==> src/rtl/paux_pkg.sv <==
// Package: register map, fields and timing for the PHY auxiliary control registers
package paux_pkg;
    // MII management register addresses (any free vendor slots)
    localparam logic [4:0] ADDR_AUX_CTRL_STAT = 5'h18;
    localparam logic [4:0] ADDR_AUX_MODE      = 5'h1D;
    localparam logic [4:0] ADDR_AUX_MULTI_PHY = 5'h1B;
    // Field positions
    localparam int FLD_EDGE_LO   = 4;
    localparam int FLD_SQ_LO     = 6;
    localparam int FLD_LINK_DIS  = 14;
    localparam int FLD_JAB_DIS   = 15;
    localparam int FLD_BLK_TXEN  = 1;
    localparam int FLD_LLED_DIS  = 3;
    localparam int FLD_ALED_DIS  = 4;
    // Writable masks; fixed-zero positions are left out
    localparam logic [15:0] MASK_AUX_CTRL  = 16'hC0F0;
    localparam logic [15:0] MASK_AUX_MODE  = 16'h001A;
    localparam logic [15:0] MASK_AUX_MULTI = 16'h000B;
    localparam logic [15:0] RST_AUX_CTRL   = 16'h0000;
    localparam logic [15:0] RST_AUX_MODE   = 16'h0000;
    localparam logic [15:0] RST_AUX_MULTI  = 16'h0000;
    // Read-only status bit positions of the multiple-PHY register
    localparam logic [15:0] MASK_MULTI_RO  = 16'hF9F0;
    // Jabber limit, in microseconds, and cycles at 40 MHz
    localparam int CLK_MHZ     = 40;
    localparam int JAB_US      = 20000;
    localparam int JAB_CYCLES  = JAB_US * CLK_MHZ;
    // Gap window for block-transmit-enable idle insertion
    localparam int BLK_GAP_MAX = 4;
    localparam int BLK_IDLES   = 2;
    // Edge-rate codes in ns
    localparam logic [2:0] EDGE_1NS = 3'h1;
    localparam logic [2:0] EDGE_2NS = 3'h2;
    localparam logic [2:0] EDGE_3NS = 3'h3;
    localparam logic [2:0] EDGE_4NS = 3'h4;

    typedef struct packed {
        logic        wr;
        logic        rd;
        logic [4:0]  addr;
        logic [15:0] wdata;
    } paux_mgmt_req_t;

    typedef struct packed {
        logic tx_activity;
        logic rx_activity;
        logic link_up;
    } paux_led_t;
endpackage

==> src/rtl/paux_jabber.sv <==
// Jabber watchdog: counts a continuous transmit request and flags overrun
`timescale 1ns/1ps
module paux_jabber #(
    parameter int LIMIT = 800000
) (
    input  wire logic i_clk,
    input  wire logic i_arst_n,
    input  wire logic i_enable,
    input  wire logic i_tx_req,
    output logic      o_jabber
);
    typedef struct packed {
        logic [31:0] cnt;
        logic        jab;
    } paux_jab_st_t;
    paux_jab_st_t st_r, st_nxt;

    always_comb begin
        st_nxt = st_r;
        if (!i_enable || !i_tx_req) begin
            st_nxt.cnt = 32'h0;
            st_nxt.jab = 1'b0;
        end else if (st_r.cnt >= 32'(LIMIT - 1)) begin
            st_nxt.jab = 1'b1;
        end else begin
            st_nxt.cnt = st_r.cnt + 32'h1;
        end
    end

    always_ff @(posedge i_clk or negedge i_arst_n) begin
        if (!i_arst_n) begin
            st_r <= '0;
        end else begin
            st_r <= st_nxt;
        end
    end

    assign o_jabber = st_r.jab;
endmodule

==> src/rtl/paux_regs.sv <==
// PHY auxiliary control, squelch, link/jabber disables and auxiliary mode registers
`timescale 1ns/1ps
module paux_regs
    import paux_pkg::*;
#(
    parameter int JAB_LIMIT = paux_pkg::JAB_CYCLES
) (
    // Clock and reset
    input  wire logic                     I_REF_CLK,
    input  wire logic                     I_ARST_N,
    // Management access (from the MII management frame decoder)
    input  wire paux_pkg::paux_mgmt_req_t I_MGMT_REQ,
    output logic [15:0]                   O_MGMT_RDATA,
    output logic                          O_MGMT_RVALID,
    // Pins and mode
    input  wire logic [1:0]               I_EDGE_RATE_PINS,
    input  wire logic                     I_SPEED_100,
    input  wire logic [15:0]              I_MULTI_STATUS,
    // Transmit path
    input  wire logic                     I_TX_REQ,
    input  wire logic                     I_TX_SYM_EN,
    output logic                          O_TX_DRIVE,
    output logic                          O_INSERT_IDLE,
    output logic                          O_JABBER,
    // Edge rate and squelch
    output logic [1:0]                    O_EDGE_RATE_CTRL,
    output logic [2:0]                    O_EDGE_NS,
    output logic [1:0]                    O_SQUELCH_ADJUST,
    // Link integrity
    input  wire logic                     I_LINK_PASS_RAW,
    output logic                          O_LINK_SM_HALT,
    output logic                          O_LINK_PASS,
    // LEDs
    input  wire paux_pkg::paux_led_t      I_LED_SRC,
    output logic                          O_LINK_INDICATOR_OUTPUT,
    output logic                          O_TRANSMIT_ACTIVITY_LED_N,
    output logic                          O_RECEIVE_ACTIVITY_LED_N
);
    import paux_pkg::*;

    typedef struct packed {
        logic [1:0]  er_s1;
        logic [1:0]  er_s2;
        logic [15:0] ctrl;
        logic [15:0] mode;
        logic [15:0] multi;
        logic [15:0] rdata;
        logic        rvalid;
        logic        prev_txreq;
        logic [2:0]  gap;
        logic [1:0]  idle_left;
    } paux_st_t;

    paux_st_t st_r, st_nxt;
    logic     jabber;
    logic     jab_en;

    function automatic logic [2:0] edge_ns(input logic [1:0] code);
        case (code)
            2'h0:    edge_ns = EDGE_1NS;
            2'h1:    edge_ns = EDGE_2NS;
            2'h2:    edge_ns = EDGE_3NS;
            default: edge_ns = EDGE_4NS;
        endcase
    endfunction

    assign jab_en = !st_r.ctrl[FLD_JAB_DIS] && !I_SPEED_100;

    paux_jabber #(
        .LIMIT (JAB_LIMIT)
    ) u_jabber (
        .i_clk    (I_REF_CLK),
        .i_arst_n (I_ARST_N),
        .i_enable (jab_en),
        .i_tx_req (I_TX_REQ),
        .o_jabber (jabber)
    );

    always_comb begin
        st_nxt        = st_r;
        st_nxt.er_s1  = I_EDGE_RATE_PINS;
        st_nxt.er_s2  = st_r.er_s1;
        st_nxt.rvalid = 1'b0;
        // Management writes keep only writable positions
        if (I_MGMT_REQ.wr) begin
            case (I_MGMT_REQ.addr)
                ADDR_AUX_CTRL_STAT: st_nxt.ctrl  = I_MGMT_REQ.wdata & MASK_AUX_CTRL;
                ADDR_AUX_MODE:      st_nxt.mode  = I_MGMT_REQ.wdata & MASK_AUX_MODE;
                ADDR_AUX_MULTI_PHY: st_nxt.multi = I_MGMT_REQ.wdata & MASK_AUX_MULTI;
                default: ;
            endcase
        end
        if (I_MGMT_REQ.rd) begin
            st_nxt.rvalid = 1'b1;
            case (I_MGMT_REQ.addr)
                ADDR_AUX_CTRL_STAT: st_nxt.rdata = st_r.ctrl;
                ADDR_AUX_MODE:      st_nxt.rdata = st_r.mode;
                ADDR_AUX_MULTI_PHY: st_nxt.rdata = st_r.multi | (I_MULTI_STATUS & MASK_MULTI_RO);
                default:            st_nxt.rdata = 16'h0000;
            endcase
        end
        // Block TXEN: short gap yields exactly two idles, starting the cycle after the next start is driven
        st_nxt.prev_txreq = I_TX_REQ;
        if (I_TX_SYM_EN) begin
            if (!I_TX_REQ) begin
                if (st_r.gap != 3'h7) begin
                    st_nxt.gap = st_r.gap + 3'h1;
                end
            end else if (!st_r.prev_txreq && st_r.mode[FLD_BLK_TXEN]
                         && st_r.gap != 3'h0 && st_r.gap <= 3'(BLK_GAP_MAX)) begin
                st_nxt.idle_left = 2'(BLK_IDLES);
                st_nxt.gap       = 3'h0;
            end else begin
                st_nxt.gap = 3'h0;
            end
            if (st_r.idle_left != 2'h0) begin
                st_nxt.idle_left = st_r.idle_left - 2'h1;
            end
        end
    end

    always_ff @(posedge I_REF_CLK or negedge I_ARST_N) begin
        if (!I_ARST_N) begin
            st_r       <= '0;
            st_r.ctrl  <= RST_AUX_CTRL;
            st_r.mode  <= RST_AUX_MODE;
            st_r.multi <= RST_AUX_MULTI;
        end else begin
            st_r <= st_nxt;
        end
    end

    assign O_MGMT_RDATA     = st_r.rdata;
    assign O_MGMT_RVALID    = st_r.rvalid;
    assign O_EDGE_RATE_CTRL = st_r.ctrl[FLD_EDGE_LO +: 2] & st_r.er_s2;
    assign O_EDGE_NS        = edge_ns(O_EDGE_RATE_CTRL);
    assign O_SQUELCH_ADJUST = st_r.ctrl[FLD_SQ_LO +: 2];
    assign O_LINK_SM_HALT   = st_r.ctrl[FLD_LINK_DIS];
    assign O_LINK_PASS      = st_r.ctrl[FLD_LINK_DIS] | I_LINK_PASS_RAW;
    assign O_JABBER         = jabber;
    assign O_TX_DRIVE       = I_TX_REQ && !jabber && (st_r.idle_left == 2'h0);
    assign O_INSERT_IDLE    = st_r.idle_left != 2'h0;
    assign O_LINK_INDICATOR_OUTPUT   = I_LED_SRC.link_up && !st_r.mode[FLD_LLED_DIS];
    assign O_TRANSMIT_ACTIVITY_LED_N = !(I_LED_SRC.tx_activity && !st_r.mode[FLD_ALED_DIS]);
    assign O_RECEIVE_ACTIVITY_LED_N  = !(I_LED_SRC.rx_activity && !st_r.mode[FLD_ALED_DIS]);
endmodule

==> config.mk <==
export PLATFORM = sky130hd
export DESIGN_NAME = paux_regs
export DESIGN_NICKNAME = d
export VERILOG_FILES = /design/src/rtl/paux_pkg.sv /design/src/rtl/paux_jabber.sv /design/src/rtl/paux_regs.sv
export SDC_FILE = /design/constraint.sdc
export NUM_CORES = 1
export LEC_CHECK = 0
export ABC_AREA = 1
export BUFFER_PORTS_ARGS = -buffer_cell sky130_fd_sc_hd__buf_2
export CAP_MARGIN = 15
export CORE_ASPECT_RATIO = 0.6
export CORE_MARGIN = 2
export CORE_UTILIZATION = 30
export CTS_CLUSTER_SIZE = 24
export DETAILED_ROUTE_END_ITERATION = 10
export GPL_ROUTABILITY_DRIVEN = 1
export PLACE_DENSITY_LB_ADDON = 0.05
export SLEW_MARGIN = 30
export SYNTH_ARGS = -nofsm -noshare
export SYNTH_HDL_FRONTEND = slang
export SYNTH_SLANG_ARGS = --single-unit
==> constraint.sdc <==
create_clock -name I_REF_CLK -period 3.9 [get_ports I_REF_CLK]
set_clock_uncertainty 0.05 [all_clocks]
set_input_delay 0.39 -clock I_REF_CLK [delete_from_list [all_inputs] [get_ports I_REF_CLK]]
set_output_delay 0.39 -clock I_REF_CLK [all_outputs]
set_load 0.02 [all_outputs]
==> results summary <==
The flow ran to the end, and the final reports show no timing, DRC or antenna violations. The post-route fraction of the period consumed by the critical path is 53.3%. The count of TritonRoute iterations in the first routing pass is 4. The final critical delay including setup and external delays came out at 2.08 ns. Walking the worst path, the cells encountered are ha_1 -> nand2_2 -> nor2_4 -> nand2_2 -> nor2_1 -> nor2_1 -> nand2_4 -> nand2_1 -> nand3_1 -> nand2_1. The smallest setup slack after layout came out at 1.82 ns. The instance area at placement came out at 4020 um2. The library cells used most frequently in the layout, excluding fill and tap cells, are nand2_1 (136), nor2_1 (77), dfrtp_1 (69), buf_2 (65), inv_1 (45). The number of different library cells in the post-synthesis netlist is 32. The pin count of the biggest net entering global routing came out at 36. The total wire length is 8.85 mm. Cell internal power was estimated by the tool at 1.40 mW. In this design, the stage delay of the slowest critical-path cell is 0.43 ns. After synthesis the netlist holds a flip-flop and latch count of 69.

Buffers added to address setup during post-CTS repair amount to 0. The leakage component of the power came out at 2.16 nW. The count of pins over their slew limit is 0. The total clock sinks came out at 69. The worst pin sits at a relative slew slack of 45.9%. The kind of cell with the highest combined delay along the critical path is simple AND/OR/NAND/NOR gates. The global-route wire length before repair came out at 15.1 mm. The tool flagged a number of max-cap violations equal to 0. The min-delay analysis places its worst path in the category in -> async. The transition time at the pin with the least slew margin is 0.812 ns.

The overall track demand over capacity in global routing is 14.9%. The via count of the first global-routing pass came to 2945. The core occupancy in the finished layout came out at 36.3%. After the last flow step, the layout net total stands at 576. The number of antenna violations at the first check in global routing is 0. The final count of hold timing violations is 0. The number of rows created at floorplan came out at 31. After synthesis the cells add up to 3640 um2.

The post-cts repair resize count came out at 0. The kind of end point of the critical path is a flip-flop. The per-cell via count in the routed design is 4.43. Among all stages on the critical path, the largest delay is contributed by dfrtp_1. The largest fanout on the critical path is 22.

After the flow finishes, the layout carries non-filler instances totaling 689. The tree is rooted in a clkbuf_16. The width of the die came out at 146 um. The total grt overflow is 0. The die footprint is 13100 um2. The power share of the clock group is 46.4%. Adding up every negative setup slack in the final design gives 0 ns.

After synthesis, the cell types taking the most area are dfrtp_1 (47%), nand2_1 (14%), nor2_1 (7.9%). The dominant cell type by area after synthesis is dfrtp_1. The library cell used most frequently in the layout, excluding fill and tap cells, is nand2_1. The HPWL after detailed placement is 6.36 mm. The total power density per cell area is 438 nW/um2. The total I/O pin count came out at 82. The number of antenna-violating nets in the routed design is 0. The number of antenna diodes is 0. The critical path in this run is classified as reg -> reg.

The achievable clock frequency is 481 MHz. The clock insertion delay at the later pin of the skew report came out at 0.33 ns. The average cell area after synthesis came out at 7.80 um2. The net switching power is 494 uW. The worst setup path is launched from a flip-flop.

The H-tree was split into 3 levels. The placeable core area came out at 11900 um2. The yosys synthesis warning count came out at 0. The TritonCTS clock tree is built. The switching fraction of total power is 26.0%.

The proportion of power drawn by combinational gates came out at 12.2%. The final non-filler cell area is 4330 um2. Setup repair after global routing left no endpoint under its margin. Relative to the synthesized area, the layout overhead comes to 18.9%. The arrival time of the worst setup path is 2.24 ns. The total power came out at 1.90 mW. The floorplan die height came out at 89.4 um. The number of remaining DRC errors is 0. The total number of vias came out at 3049. The initial detailed-routing violation count is 122.

The routed length per placed instance is 12.8 um. VDD sags by at most 0.209 mV. The count of hold buffers inserted by post-cts repair came out at 0. The initial cell density of the core is 30.5%. The weighted congestion reported at the end of routability-driven placement came out at 0.843. The clock slew seen by the registers of the worst setup and hold paths came out at 0.06 ns. The number of buffers and inverters on the critical path is 0. The required time at the endpoint of the critical path is 4.07 ns. The hold slack is 0.0904 ns.

The share of the synthesized area in the top cell type is 47.4%. The number of buffers inserted during clock tree synthesis is 9. The number of instances in the synthesized netlist came out at 467. In this run, placement finished with an instance count of 673.

The share of layout cells above drive strength 1 came out at 18.5%. The maximum clock insertion buffer count came out at 2. Summing the sequential cell areas from Yosys gives 47.4% of the chip area. The setup-violating endpoint count in the final report is 0. The setup slack at placement came out at 1.80 ns. The proportion of power drawn by flip-flops and latches is 41.4%. The count of input and output buffers came out at 65.
Yosys cell counts:
cell type	number
nor3b_1	1
dfrtp_1	69
buf_6	1
nand3_1	16
nand2_1	136
clkbuf_1	6
buf_2	3
inv_1	45
xor2_1	12
mux2_2	1
mux2_1	1
nor2_4	1
buf_4	20
xnor2_1	2
o22ai_1	2
nand3b_1	1
ha_1	7
nand2_2	2
nor3_1	2
inv_2	4
nor2_1	77
nand2_4	1
nor2_2	1
nand4_2	1
o211ai_1	2
o21ai_0	18
or2_2	1
nand4_1	22
nand3_4	1
conb_1	1
nor3_4	1
a21oi_1	9
power by group through the flow:
stage	sequential [mW]	clock (mW)	combinational (mW)
4_1_cts	0.786	0.905	0.238
6_report	0.785	0.881	0.231
5_1_grt	0.791	0.941	0.264
3_5_place_dp	0.799	0	0.236
3_3_place_gp	0.798	0	0.230
2_1_floorplan	0.797	0	0.154
path summary, 6_finish.rpt:
path                                      from                end  slack (ns)  cells after the start
min                                   I_ARST_N    O_MGMT_RDATA[6]        0.09                      1
max in group asynchronous             I_ARST_N  u_jabber.st_r[27]        2.94                      2
max                           u_jabber.st_r[1]   u_jabber.st_r[2]        1.82                     10
min reg2reg                         st_nxt[72]           st_r[72]        0.30                      0
max reg2reg                   u_jabber.st_r[1]   u_jabber.st_r[2]        1.82                     10
min in group I_REF_CLK     I_EDGE_RATE_PINS[1]         st_nxt[72]        0.11                      1
sequential cells by signal, indices dropped and copies added (netlist names):
signal             count
O_LINK_SM_HALT         1
u_jabber.st_r         32
u_jabber.o_jabber      1
st_nxt                 2
st_r                  17
O_MGMT_RVALID          1
O_SQUELCH_ADJUST       2
O_MGMT_RDATA          13
cells by family after synthesis:
family / after synthesis / synth area share [%]
other: 1 / 0.103
flip-flops: 69 / 47.4
AO/OA/AOI/OAI: 31 / 4.46
AND/OR/NAND/NOR: 264 / 31.2
adder cells (fa/ha/maj): 7 / 2.40
XOR/XNOR: 14 / 3.36
multiplexers: 2 / 0.618
buffers and inverters: 79 / 10.5
area by class of cell:
cell class	count	area [um2]
clock buffer	11	233
sequential	69	1730
multi-input combinational	321	1540
fill	1285	7610
inverter	49	184
timing repair buffer	69	355
clock inverter	5	85.1
tap	165	206
layer usage:
| metal | wire (um) | vias up | track usage, % |
|---|---|---|---|
| met3 | 450 | 12 | 3.88 |
| met5 | 0 | - | 0 |
| met1 | 4930 | 1418 | 22.1 |
| met2 | 3330 | 69 | 20.8 |
| met4 | 132 | 0 | 5.03 |
| li1 | - | 1550 | - |
No activity file was read; power rests on OpenSTA's default activity.
